**src/rtl/drc_pkg.sv**
```systemverilog
// constants for the detector read-out controller
package drc_pkg;
    // register byte offsets
    localparam logic [7:0] DRC_LAUNCH_OFS = 8'h00;
    localparam logic [7:0] DRC_HDROFF_OFS = 8'h04;
    localparam logic [7:0] DRC_TRAILER_OFS = 8'h08;
    localparam logic [7:0] DRC_MODE_OFS = 8'h0c;
    localparam logic [7:0] DRC_COMMAND_OFS = 8'h10;
    localparam logic [7:0] DRC_STATUS_OFS = 8'h14;
    // command register bit positions
    localparam int DRC_CMD_SOFT_BIT = 0;
    localparam int DRC_CMD_HARD_BIT = 1;
    localparam int DRC_CMD_MON_BIT = 2;
    // mode field positions
    localparam int DRC_MODE_SIDE_BIT = 0;
    localparam int DRC_MODE_BYPASS_BIT = 1;
    // values after power-up or hard reset
    localparam logic [7:0] DRC_TIMER_RESET = 8'hff;
    localparam logic [1:0] DRC_MODE_RESET = 2'h0;
    // frame fields
    localparam logic [5:0] DRC_PHYS_PREAMBLE = 6'h3a;
    localparam logic [5:0] DRC_MON_PREAMBLE = 6'h3b;
    localparam logic [1:0] DRC_ALARM_PAYLOAD = 2'h0;
    localparam logic [1:0] DRC_FRAME_MARK = 2'h3;
    // bit counts of the shared shifter and the monitor channel count
    localparam logic [4:0] DRC_HEADER_BITS = 5'h12;
    localparam logic [4:0] DRC_PREAMBLE_BITS = 5'h06;
    localparam logic [4:0] DRC_ERROR_BITS = 5'h08;
    localparam logic [4:0] DRC_MON_WORD_BITS = 5'h0c;
    localparam logic [3:0] DRC_MON_CHANNELS = 4'h8;
    localparam logic [1:0] DRC_DRAIN_LAST = 2'h2; // chain bits still due after its token, less one
    // controller states, gray along the usual path from idle up to the trailer
    typedef enum logic [3:0] {
        DRC_IDLE = 4'h0,
        DRC_LAUNCH = 4'h1,
        DRC_HEADER = 4'h3,
        DRC_CHAIN = 4'h2,
        DRC_TRAILER = 4'h6,
        DRC_ERROR = 4'h7,
        DRC_MON_PRE = 4'h5,
        DRC_MON_WAIT = 4'h4
    } drc_state_t;
    // monitor unit states
    typedef enum logic [1:0] {
        DRC_M_IDLE = 2'h0,
        DRC_M_CONV = 2'h1,
        DRC_M_REQ = 2'h3,
        DRC_M_SHIFT = 2'h2
    } drc_mon_state_t;
endpackage

```
**src/rtl/drc_readout.sv**
```systemverilog
// read-out controller and monitor unit with a shared serialiser
//
// The implementer's own choices: strobed register access and the address map.
`timescale 1ns/1ps
`default_nettype none
module drc_readout
    import drc_pkg::*;
#(
    parameter int TIMER_W = 8,
    parameter int HEADER_W = 12
) (
    // clock and reset
    input wire logic clock,
    input wire logic rst,
    // register port
    input wire logic [7:0] reg_addr,
    input wire logic [15:0] reg_wdata,
    input wire logic reg_write,
    input wire logic reg_read,
    output logic [15:0] reg_rdata,
    // reset and monitor commands from the decoder
    input wire logic soft_reset_in,
    input wire logic hard_reset_in,
    input wire logic monitor_start,
    // trigger fifo
    input wire logic trigger_queue_empty_n,
    input wire logic fifo_overflow,
    input wire logic [HEADER_W-1:0] fifo_head,
    output logic fifo_unload,
    // front-end chain
    input wire logic chain_data_in_a,
    input wire logic chain_data_in_b,
    input wire logic chain_data_in_bypass,
    input wire logic chain_token_in_a,
    input wire logic chain_token_in_b,
    input wire logic chain_token_in_bypass,
    output logic chain_data_out_a,
    output logic chain_data_out_b,
    output logic chain_data_out_bypass,
    output logic chain_token_out_a,
    output logic chain_token_out_b,
    output logic chain_token_out_bypass,
    // monitor channel front end
    input wire logic [7:0] monitor_sample,
    output logic [2:0] monitor_channel,
    output logic monitor_convert,
    // serial link
    output logic link
);
    drc_state_t state, next_state;
    drc_mon_state_t mstate, next_mstate;
    logic [TIMER_W-1:0] launch_time, header_offset, trailer_len;
    logic [1:0] mode, drain_cnt;
    logic [TIMER_W-1:0] launch_cnt, hoc_cnt, trc_cnt;
    logic hoc_active, tok_seen, alarm, alarm_sent, monitor_request, next_link;
    logic [17:0] psc;
    logic [4:0] psc_cnt, hdr_cycles;
    logic [7:0] mon_mem [0:7];
    logic [3:0] mon_idx;
    logic mon_phase;
    logic ret_data_a, ret_data_b, ret_data_bp, ret_tok_a, ret_tok_b, ret_tok_bp;

    // register decode and internal resets
    wire wr_launch = reg_write && reg_addr == DRC_LAUNCH_OFS;
    wire wr_hdroff = reg_write && reg_addr == DRC_HDROFF_OFS;
    wire wr_trailer = reg_write && reg_addr == DRC_TRAILER_OFS;
    wire bypass_select_latch = reg_write && reg_addr == DRC_MODE_OFS;
    wire wr_command = reg_write && reg_addr == DRC_COMMAND_OFS;
    wire hard_reset = hard_reset_in || (wr_command && reg_wdata[DRC_CMD_HARD_BIT]);
    wire soft_reset = soft_reset_in || (wr_command && reg_wdata[DRC_CMD_SOFT_BIT]);
    wire any_reset = rst || hard_reset || soft_reset;
    wire mon_cmd = monitor_start || (wr_command && reg_wdata[DRC_CMD_MON_BIT]);

    // input selection from the latched mode
    wire sel_data = mode[DRC_MODE_BYPASS_BIT] ? ret_data_bp :
                    (mode[DRC_MODE_SIDE_BIT] ? ret_data_b : ret_data_a);
    wire sel_token = mode[DRC_MODE_BYPASS_BIT] ? ret_tok_bp :
                     (mode[DRC_MODE_SIDE_BIT] ? ret_tok_b : ret_tok_a);

    // compare signals of the timing counters
    wire fifo_equal_ptrs = trigger_queue_empty_n;
    wire launch_count_match = launch_cnt == launch_time;
    wire header_offset_match = hoc_active && hoc_cnt == header_offset;
    wire trailer_count_match = trc_cnt == trailer_len;
    wire psc_done_hdr = psc_cnt == DRC_HEADER_BITS - 5'h01;
    wire psc_done_pre = psc_cnt == DRC_PREAMBLE_BITS - 5'h01;
    wire psc_done_err = psc_cnt == DRC_ERROR_BITS - 5'h01;
    wire psc_done_mon = psc_cnt == DRC_MON_WORD_BITS - 5'h01;
    wire last_mon_word = mon_idx == DRC_MON_CHANNELS - 4'h1;

    // serialiser load strobes, never both at once
    wire load_ctrl = (state == DRC_LAUNCH && launch_count_match) ||
                     (state == DRC_IDLE && fifo_equal_ptrs && alarm && !alarm_sent) ||
                     (state == DRC_IDLE && fifo_equal_ptrs && !(alarm && !alarm_sent) && monitor_request);
    wire monitor_token_send = state == DRC_MON_PRE && psc_done_pre;
    wire load_mon = (mstate == DRC_M_REQ && monitor_token_send) ||
                    (mstate == DRC_M_SHIFT && psc_done_mon && !last_mon_word);
    wire monitor_token_return = mstate == DRC_M_SHIFT && psc_done_mon && last_mon_word;
    wire ctrl_shift = state == DRC_HEADER || state == DRC_ERROR || state == DRC_MON_PRE;

    // controller next state
    always_comb begin
        next_state = state;
        case (state)
            DRC_IDLE: begin
                if (!fifo_equal_ptrs) begin
                    next_state = DRC_LAUNCH;
                end else if (alarm && !alarm_sent) begin
                    next_state = DRC_ERROR;
                end else if (monitor_request && mstate == DRC_M_REQ) begin
                    next_state = DRC_MON_PRE;
                end
            end
            DRC_LAUNCH: begin
                if (launch_count_match) begin
                    next_state = DRC_HEADER;
                end
            end
            DRC_HEADER: begin
                if (psc_done_hdr) begin
                    next_state = DRC_CHAIN;
                end
            end
            DRC_CHAIN: begin
                if (tok_seen && drain_cnt == DRC_DRAIN_LAST) begin
                    next_state = DRC_TRAILER;
                end
            end
            DRC_TRAILER: begin
                if (trailer_count_match) begin
                    next_state = DRC_IDLE;
                end
            end
            DRC_ERROR: begin
                if (psc_done_err) begin
                    next_state = DRC_TRAILER;
                end
            end
            DRC_MON_PRE: begin
                if (psc_done_pre) begin
                    next_state = DRC_MON_WAIT;
                end
            end
            DRC_MON_WAIT: begin
                if (monitor_token_return) begin
                    next_state = DRC_TRAILER;
                end
            end
            default: next_state = DRC_IDLE;
        endcase
    end

    // monitor unit next state
    always_comb begin
        next_mstate = mstate;
        case (mstate)
            DRC_M_IDLE: begin
                if (mon_cmd) begin
                    next_mstate = DRC_M_CONV;
                end
            end
            DRC_M_CONV: begin
                if (mon_phase && last_mon_word) begin
                    next_mstate = DRC_M_REQ;
                end
            end
            DRC_M_REQ: begin
                if (monitor_token_send) begin
                    next_mstate = DRC_M_SHIFT;
                end
            end
            DRC_M_SHIFT: begin
                if (monitor_token_return) begin
                    next_mstate = DRC_M_IDLE;
                end
            end
            default: next_mstate = DRC_M_IDLE;
        endcase
    end

    // state registers, back to idle on any reset
    always_ff @(posedge clock) begin
        if (any_reset) begin
            state <= DRC_IDLE;
            mstate <= DRC_M_IDLE;
        end else begin
            state <= next_state;
            mstate <= next_mstate;
        end
    end

    // timing and mode registers, timers all ones and mode zero after power-up
    always_ff @(posedge clock) begin
        if (rst || hard_reset) begin
            launch_time <= TIMER_W'(DRC_TIMER_RESET);
            header_offset <= TIMER_W'(DRC_TIMER_RESET);
            trailer_len <= TIMER_W'(DRC_TIMER_RESET);
            mode <= DRC_MODE_RESET;
        end else begin
            if (wr_launch) launch_time <= reg_wdata[TIMER_W-1:0];
            if (wr_hdroff) header_offset <= reg_wdata[TIMER_W-1:0];
            if (wr_trailer) trailer_len <= reg_wdata[TIMER_W-1:0];
            if (bypass_select_latch) mode <= reg_wdata[1:0];
        end
    end

    // launch, header offset and trailer counters
    always_ff @(posedge clock) begin
        if (any_reset || state != DRC_LAUNCH) launch_cnt <= '0;
        else launch_cnt <= launch_cnt + 1'b1;
        if (any_reset || header_offset_match) hoc_active <= 1'b0;
        else if (state == DRC_LAUNCH && launch_count_match) hoc_active <= 1'b1;
        if (any_reset || !hoc_active) hoc_cnt <= '0;
        else hoc_cnt <= hoc_cnt + 1'b1;
        if (any_reset || state != DRC_TRAILER) trc_cnt <= '0;
        else trc_cnt <= trc_cnt + 1'b1;
        if (any_reset || state != DRC_CHAIN || !tok_seen) drain_cnt <= '0;
        else drain_cnt <= drain_cnt + 2'h1;
        if (any_reset || state != DRC_HEADER) hdr_cycles <= '0;
        else hdr_cycles <= hdr_cycles + 5'h01;
    end

    // token back may arrive while the header is still going out
    always_ff @(posedge clock) begin
        if (any_reset || state == DRC_IDLE) tok_seen <= 1'b0;
        else if ((state == DRC_HEADER || state == DRC_CHAIN) && sel_token) tok_seen <= 1'b1;
    end

    // alarm flag, the overflow wins over a soft or hard reset clear, rst wins over the overflow
    always_ff @(posedge clock) begin
        if (fifo_overflow && !rst) alarm <= 1'b1;
        else if (rst || hard_reset || soft_reset) alarm <= 1'b0;
        if (rst || hard_reset || soft_reset) alarm_sent <= 1'b0;
        else if (state == DRC_ERROR) alarm_sent <= 1'b1;
    end

    // shared parallel to serial converter, msb first
    always_ff @(posedge clock) begin
        if (any_reset) begin
            psc <= '0;
            psc_cnt <= '0;
        end else if (load_ctrl) begin
            psc_cnt <= '0;
            if (state == DRC_LAUNCH) psc <= {DRC_PHYS_PREAMBLE, fifo_head};
            else if (alarm && !alarm_sent) psc <= {DRC_MON_PREAMBLE, DRC_ALARM_PAYLOAD, 10'h000};
            else psc <= {DRC_MON_PREAMBLE, 12'h000};
        end else if (load_mon) begin
            psc_cnt <= '0;
            psc <= {DRC_FRAME_MARK, mon_mem[mon_idx[2:0] + (mstate == DRC_M_SHIFT ? 3'h1 : 3'h0)],
                    DRC_FRAME_MARK, 6'h00};
        end else if (ctrl_shift || mstate == DRC_M_SHIFT) begin
            psc <= {psc[16:0], 1'b0};
            psc_cnt <= psc_cnt + 5'h01;
        end
    end

    // monitor conversion and memory, channels in fixed order
    always_ff @(posedge clock) begin
        if (any_reset) begin
            mon_idx <= '0;
            mon_phase <= 1'b0;
            monitor_request <= 1'b0;
            monitor_convert <= 1'b0;
            monitor_channel <= '0;
        end else begin
            monitor_convert <= next_mstate == DRC_M_CONV && (mstate != DRC_M_CONV || mon_phase);
            if (mstate == DRC_M_CONV) begin
                mon_phase <= !mon_phase;
                if (mon_phase) begin
                    mon_mem[mon_idx[2:0]] <= monitor_sample;
                    mon_idx <= last_mon_word ? 4'h0 : mon_idx + 4'h1;
                    monitor_channel <= mon_idx[2:0] + 3'h1;
                end
            end else if (load_mon && mstate == DRC_M_SHIFT) begin
                mon_idx <= mon_idx + 4'h1;
            end else if (mstate == DRC_M_IDLE) begin
                mon_idx <= '0;
                monitor_channel <= '0;
            end
            if (mstate == DRC_M_CONV && mon_phase && last_mon_word) monitor_request <= 1'b1;
            else if (monitor_token_send) monitor_request <= 1'b0;
        end
    end

    // one flop retiming of every chain input
    always_ff @(posedge clock) begin
        ret_data_a <= chain_data_in_a;
        ret_data_b <= chain_data_in_b;
        ret_data_bp <= chain_data_in_bypass;
        ret_tok_a <= chain_token_in_a;
        ret_tok_b <= chain_token_in_b;
        ret_tok_bp <= chain_token_in_bypass;
    end

    // link bit for the current frame phase
    always_comb begin
        case (state)
            DRC_HEADER, DRC_CHAIN: next_link = sel_data;
            DRC_TRAILER: next_link = trc_cnt == '0;
            DRC_ERROR, DRC_MON_PRE: next_link = psc[17];
            DRC_MON_WAIT: next_link = mstate == DRC_M_SHIFT && psc[17];
            default: next_link = 1'b0;
        endcase
    end

    // registered outputs, all driven from reset on
    always_ff @(posedge clock) begin
        if (rst) begin
            link <= 1'b0;
            chain_data_out_a <= 1'b0;
            chain_data_out_b <= 1'b0;
            chain_data_out_bypass <= 1'b0;
            chain_token_out_a <= 1'b0;
            chain_token_out_b <= 1'b0;
            chain_token_out_bypass <= 1'b0;
            fifo_unload <= 1'b0;
        end else begin
            link <= next_link;
            chain_data_out_a <= state == DRC_HEADER && psc[17];
            chain_data_out_b <= state == DRC_HEADER && psc[17];
            chain_data_out_bypass <= state == DRC_HEADER && psc[17];
            chain_token_out_a <= header_offset_match;
            chain_token_out_b <= header_offset_match;
            chain_token_out_bypass <= header_offset_match;
            fifo_unload <= state == DRC_LAUNCH && launch_count_match;
        end
    end

    // register read, one cycle later, zero elsewhere
    wire [15:0] status_word = {8'h00, mstate, state, monitor_request, alarm};
    always_ff @(posedge clock) begin
        if (rst || !reg_read) reg_rdata <= '0;
        else if (reg_addr == DRC_LAUNCH_OFS) reg_rdata <= 16'(launch_time);
        else if (reg_addr == DRC_HDROFF_OFS) reg_rdata <= 16'(header_offset);
        else if (reg_addr == DRC_TRAILER_OFS) reg_rdata <= 16'(trailer_len);
        else if (reg_addr == DRC_MODE_OFS) reg_rdata <= {14'h0000, mode};
        else if (reg_addr == DRC_STATUS_OFS) reg_rdata <= status_word;
        else reg_rdata <= '0;
    end

    // checks on the guarded behaviour
    a_priority_fifo: assert property (@(posedge clock) disable iff (any_reset)
        state == DRC_IDLE && !fifo_equal_ptrs |=> state == DRC_LAUNCH)
        else $error("waiting fifo entry not served first");
    a_launch_wait: assert property (@(posedge clock) disable iff (any_reset)
        state == DRC_LAUNCH && !launch_count_match |=> state == DRC_LAUNCH)
        else $error("header left before launch compare");
    a_header_len: assert property (@(posedge clock) disable iff (any_reset)
        state == DRC_HEADER |=> (state == DRC_HEADER) == ($past(hdr_cycles) != DRC_HEADER_BITS - 5'h01))
        else $error("physics header not eighteen bits");
    a_token_launch: assert property (@(posedge clock) disable iff (any_reset)
        header_offset_match |=> chain_token_out_a && chain_token_out_b && chain_token_out_bypass)
        else $error("token not launched on offset compare");
    a_trailer_one: assert property (@(posedge clock) disable iff (any_reset)
        $rose(state == DRC_TRAILER) |=> link)
        else $error("trailer does not begin with one");
    a_mon_token: assert property (@(posedge clock) disable iff (any_reset)
        monitor_token_send |=> state == DRC_MON_WAIT && mstate == DRC_M_SHIFT)
        else $error("monitor token not taken");
    a_mon_return: assert property (@(posedge clock) disable iff (any_reset)
        $rose(mstate == DRC_M_SHIFT) |-> ##[1:100] monitor_token_return)
        else $error("monitor token not returned");
    a_alarm_hold: assert property (@(posedge clock) disable iff (rst)
        alarm && !hard_reset && !soft_reset |=> alarm)
        else $error("alarm cleared without reset");
    a_load_excl: assert property (@(posedge clock) disable iff (any_reset)
        !(load_ctrl && load_mon))
        else $error("both serialiser loads active");
    a_one_frame: assert property (@(posedge clock) disable iff (any_reset)
        mstate == DRC_M_SHIFT |-> state == DRC_MON_WAIT)
        else $error("monitor shifting outside its frame");
    a_mon_request: assert property (@(posedge clock) disable iff (any_reset)
        $rose(monitor_request) |-> $past(mstate) == DRC_M_CONV && mon_idx == 4'h0)
        else $error("request before all channels stored");
endmodule
`default_nettype wire

```
**config.mk**
```make
export PLATFORM = sky130hd
export DESIGN_NAME = drc_readout
export DESIGN_NICKNAME = d
export VERILOG_FILES = /design/src/rtl/drc_pkg.sv /design/src/rtl/drc_readout.sv
export SDC_FILE = /design/constraint.sdc
export NUM_CORES = 1
export LEC_CHECK = 0
export BUFFER_PORTS_ARGS = -buffer_cell sky130_fd_sc_hd__buf_2
export CAP_MARGIN = 20
export CORE_MARGIN = 10
export CORE_UTILIZATION = 40
export CTS_BUF_LIST = sky130_fd_sc_hd__clkbuf_8 sky130_fd_sc_hd__clkbuf_16
export DETAILED_ROUTE_END_ITERATION = 8
export PLACE_DENSITY = 0.61
export SLEW_MARGIN = 10
export SYNTH_ARGS = -nofsm -noshare
export SYNTH_HDL_FRONTEND = slang
export SYNTH_SLANG_ARGS = --single-unit
```
**constraint.sdc**
```tcl
create_clock -name clock -period 2.9 [get_ports clock]
set_input_delay 0.145 -clock clock [delete_from_list [all_inputs] [get_ports clock]]
set_output_delay 0.145 -clock clock [all_outputs]
set_load 0.05 [all_outputs]
```
==> impl_metrics.env <==
export IMPL_min_period_over_period=0.849
export IMPL_hp_class="in -> reg"
export IMPL_req_time_crit_path_ns=3.23
export IMPL_worst_pin_slew_ns=1.04
export IMPL_dp_cells=1060
export IMPL_remaining_number_of_nets_flagged_by_the_antenna_check_after_routing=0
export IMPL_ctsLongestPathBuffers=2
export IMPL_crit_path_top_delay_cell="sky130_fd_sc_hd__ha_1"
export IMPL_yosys_area_top_type="sky130_fd_sc_hd__dfxtp_1"
export IMPL_drcViolationCount=0
export IMPL_cpPeakStageDelay_ns=0.62
export IMPL_drv_slew=0
export IMPL_detailroute_wirelength_met2_um=9280
export IMPL_critical_path_endpoint_type="flip-flop"
export IMPL_diodes=0
export IMPL_cts_setup_buffers=0
export IMPL_postSynth_asyncResetShare=0
export IMPL_dp_hpwl_um=13300
export IMPL_drtIter0Drc=307
export IMPL_final_layout_size_suffix_gt1_frac=0.193
export IMPL_timing_reg2reg_worst_path_depth=9
export IMPL_gp_congestion=0.867
export IMPL_routed_wl_met3_um=933
export IMPL_outcome="completed"
export IMPL_yosys_cell_count_top_type="sky130_fd_sc_hd__dfxtp_1"
export IMPL_count_of_yosys_warnings_during_synthesis=0
export IMPL_grt_ovfl_total=0
export IMPL_worst_setup_path_type="reg -> reg"
export IMPL_max_freq_ghz=0.406
export IMPL_syn_mean_instance_area_um2=10.7
export IMPL_synth_yosys_seq_area_share=0.528
export IMPL_routed_wirelength_um=19000
export IMPL_synth_top_cells_by_area="sky130_fd_sc_hd__dfxtp_1 28%, sky130_fd_sc_hd__edfxtp_1 24%, sky130_fd_sc_hd__mux4_2 4.6%"
export IMPL_post_synth_num_cell_types=64
export IMPL_cts_htree_levels=4
export IMPL_clk_transition_reported_paths_ns=0.08
export IMPL_cellPowerDensity_mw_per_mm2=540
export IMPL_highest_signal_layer="met4"
export IMPL_wl_met1_um=8480
export IMPL_floorplan_die_width_um=160
export IMPL_timing_reg2reg_setup_slack_ns=0.44
export IMPL_coreArea_mm2=0.0194
export IMPL_number_of_global_route_vias_before_repair=5855
export IMPL_tritoncts_clock_tree="yes"
export IMPL_hold_buf_cts=26
export IMPL_grt_setup_unrepaired="no"
export IMPL_numPortBuffers=70
export IMPL_cts_root_buf="sky130_fd_sc_hd__clkbuf_16"
export IMPL_finalNetCount=909
export IMPL_worst_endpoint_arrival_ns=2.79
export IMPL_grt_pass1_wl_um=31200
export IMPL_irDropWorstVdd_mv=0.706
export IMPL_hold_path_cell_count=3
export IMPL_nFillCells=1877
export IMPL_tot_gr_track_use=0.150
export IMPL_critical_path_peak_fanout=12
export IMPL_yosys_most_used_dff="sky130_fd_sc_hd__dfxtp_1"
export IMPL_via_count=5816
export IMPL_fin_cells=1118
export IMPL_synth_enable_flop_cells=64
export IMPL_floorplan_die_height_um=160
export IMPL_number_of_antenna_violations_at_the_first_check_in_global_routing=0
export IMPL_starting_density_of_the_core=0.406
export IMPL_mappedNetlistArea_mm2=0.00788
export IMPL_clock_latency_ns=0.44
export IMPL_worst_slew_margin=0.305
export IMPL_drtPass1Iterations=5
export IMPL_drt_wirelength_per_cell_um=17.0
export IMPL_post_cts_resized_instances=0
export IMPL_finalSetupViolCount=0
export IMPL_synth_top_cells_by_count="112 x sky130_fd_sc_hd__dfxtp_1, 77 x sky130_fd_sc_hd__nand2_1, 64 x sky130_fd_sc_hd__edfxtp_1"
export IMPL_dieArea_mm2=0.0257
export IMPL_clock_sinks=176
export IMPL_flow_area_growth_from_synthesis_pct=19.3
export IMPL_syn_instance_count=739
export IMPL_timing_critical_path_from_type="flip-flop"
export IMPL_power_leakage_nw=3.49
export IMPL_timing_final_crit_period_ns=2.46
export IMPL_tns_ns=0
export IMPL_grt_max_degree=27
export IMPL_boundaryPins=87
export IMPL_critical_path_cell_chain="nand2b_1 > inv_1 > ha_1 > ha_1 > buf_4 > mux4_2 > mux2i_1 > mux2i_1 > a32o_1"
export IMPL_fin_worst_skew_ns=0.0102
export IMPL_synth_top_cell_area_share=0.284
export IMPL_final_hold_viol_count=0
export IMPL_vias_per_cell=5.20
export IMPL_tritoncts_buffer_count=17
export IMPL_fp_rows=51
export IMPL_max_cap_viol_count=0
export IMPL_ff_latch_count_synth=176
-- placed cells by master (no fill, tap or decap), types with 4 or more instances in the layout --
master                            n
sky130_fd_sc_hd__conb_1           8
sky130_fd_sc_hd__dlygate4sd3_1   26
sky130_fd_sc_hd__inv_6            4
sky130_fd_sc_hd__a22oi_1         11
sky130_fd_sc_hd__buf_2           70
sky130_fd_sc_hd__nand2b_1         4
sky130_fd_sc_hd__nand2_1         77
sky130_fd_sc_hd__xor2_1          39
sky130_fd_sc_hd__a221o_1          4
sky130_fd_sc_hd__nand3_1         42
sky130_fd_sc_hd__mux4_2          16
sky130_fd_sc_hd__nor3_1          14
sky130_fd_sc_hd__buf_4           24
sky130_fd_sc_hd__inv_1           19
sky130_fd_sc_hd__o21ai_0         35
sky130_fd_sc_hd__ha_1            10
sky130_fd_sc_hd__and2_1           4
sky130_fd_sc_hd__nor3b_1          8
sky130_fd_sc_hd__nor2_1          58
sky130_fd_sc_hd__nor2b_1          8
sky130_fd_sc_hd__a21oi_1         23
sky130_fd_sc_hd__or2_2            6
sky130_fd_sc_hd__inv_8            4
sky130_fd_sc_hd__nor4_1          14
sky130_fd_sc_hd__and3b_1          4
sky130_fd_sc_hd__xnor2_1          9
sky130_fd_sc_hd__and3_1          11
sky130_fd_sc_hd__dfxtp_1        112
sky130_fd_sc_hd__clkbuf_16       17
sky130_fd_sc_hd__nand4_1          7
sky130_fd_sc_hd__a211oi_1         6
sky130_fd_sc_hd__o22ai_1          4
sky130_fd_sc_hd__mux2i_1         22
sky130_fd_sc_hd__a31oi_1          6
sky130_fd_sc_hd__edfxtp_1        64
-- registers in the layout, indices dropped and copies added, names as in the netlist, 2 cells and up --
| register | count |
|---|---|
| psc_cnt | 5 |
| launch_cnt | 8 |
| state | 3 |
| hoc_cnt | 8 |
| mstate | 2 |
| psc | 18 |
| trailer_len | 8 |
| mode | 2 |
| mon_idx | 4 |
| drain_cnt | 2 |
| mon_mem | 64 |
| header_offset | 8 |
| trc_cnt | 8 |
| launch_time | 8 |
| reg_rdata | 8 |
| monitor_channel | 3 |
-- routing by layer --
layer,up-vias,global-route usage
li1,2877,-
met2,130,0.251
met4,0,0.0459
met3,25,0.0389
met1,2784,0.185
met5,-,0
-- worst paths after layout --
check | start | endpoint
max | mstate[0]$_SDFF_PP0_ | psc[14]$_SDFFE_PP0P_
min | reg_wdata[6] | header_offset[6]$_SDFFE_PP1P_
max reg2reg | mstate[0]$_SDFF_PP0_ | psc[14]$_SDFFE_PP0P_
min reg2reg | drain_cnt[0]$_SDFF_PP0_ | drain_cnt[0]$_SDFF_PP0_
-- cell type report --
| class | instances | area, µm² | share of cell area |
|---|---|---|---|
| flip-flops and latches | 176 | 4160 | 0.443 |
| multi-input cells | 505 | 3440 | 0.366 |
| repair buffers | 121 | 811 | 0.0863 |
| clock buffers | 17 | 425 | 0.0453 |
| well taps | 265 | 332 | 0.0353 |
| clock inverters | 15 | 160 | 0.0170 |
| inverters | 19 | 71.3 | 0.00759 |
-- critical path: cells and delay by family, from the launching register on --
| family | cells | cell delay [ns] |
|---|---|---|
| buffers and inverters | 2 | 0.31 |
| DFF | 1 | 0.32 |
| muxes | 3 | 0.56 |
| AOI/OAI and AO/OA | 1 | 0.21 |
| adders and majority gates | 2 | 0.80 |
| and+or+nand+nor | 1 | 0.15 |
-- per-stage QoR --
step | power (W) | setup slack, ns | area (µm²) | hold WS [ns] | util
3_5_place_dp | 0.00284 | 0.431 | 8550 | 0.249 | 0.441
4_1_cts | 0.00513 | 0.406 | 9400 | 0.00149 | 0.485
6_report | 0.00508 | 0.439 | 9400 | 0.0100 | 0.485
2_1_floorplan | 0.00275 | 0.270 | 7910 | 0.173 | -
3_3_place_gp | 0.00284 | 0.469 | 8550 | 0.249 | 0.441
5_1_grt | 0.00526 | 0.234 | 9400 | 0.00914 | 0.485
-- where the power goes --
group | switching [W] | internal, W | leakage, nW
clock | 0.00108 | 0.00119 | 0.291
combinational | 0.000144 | 0.0000913 | 1.72
sequential | 0.0000107 | 0.00256 | 1.48
-- cells by family (layout without fill, tap and decap cells) --
group / count (synthesis) / after routing / share of synthesized area
xor gates and xnor gates: 48 / 48 / 0.0533
DFF: 176 / 176 / 0.528
and+or+nand+nor: 278 / 278 / 0.184
muxes: 41 / 41 / 0.0779
AOI/OAI and AO/OA: 120 / 120 / 0.0995
adders and majority gates: 10 / 10 / 0.0159
other: 1 / 8 / 0.000476
buffers and inverters: 65 / 172 / 0.0406
(Power assumes the default switching activity.)
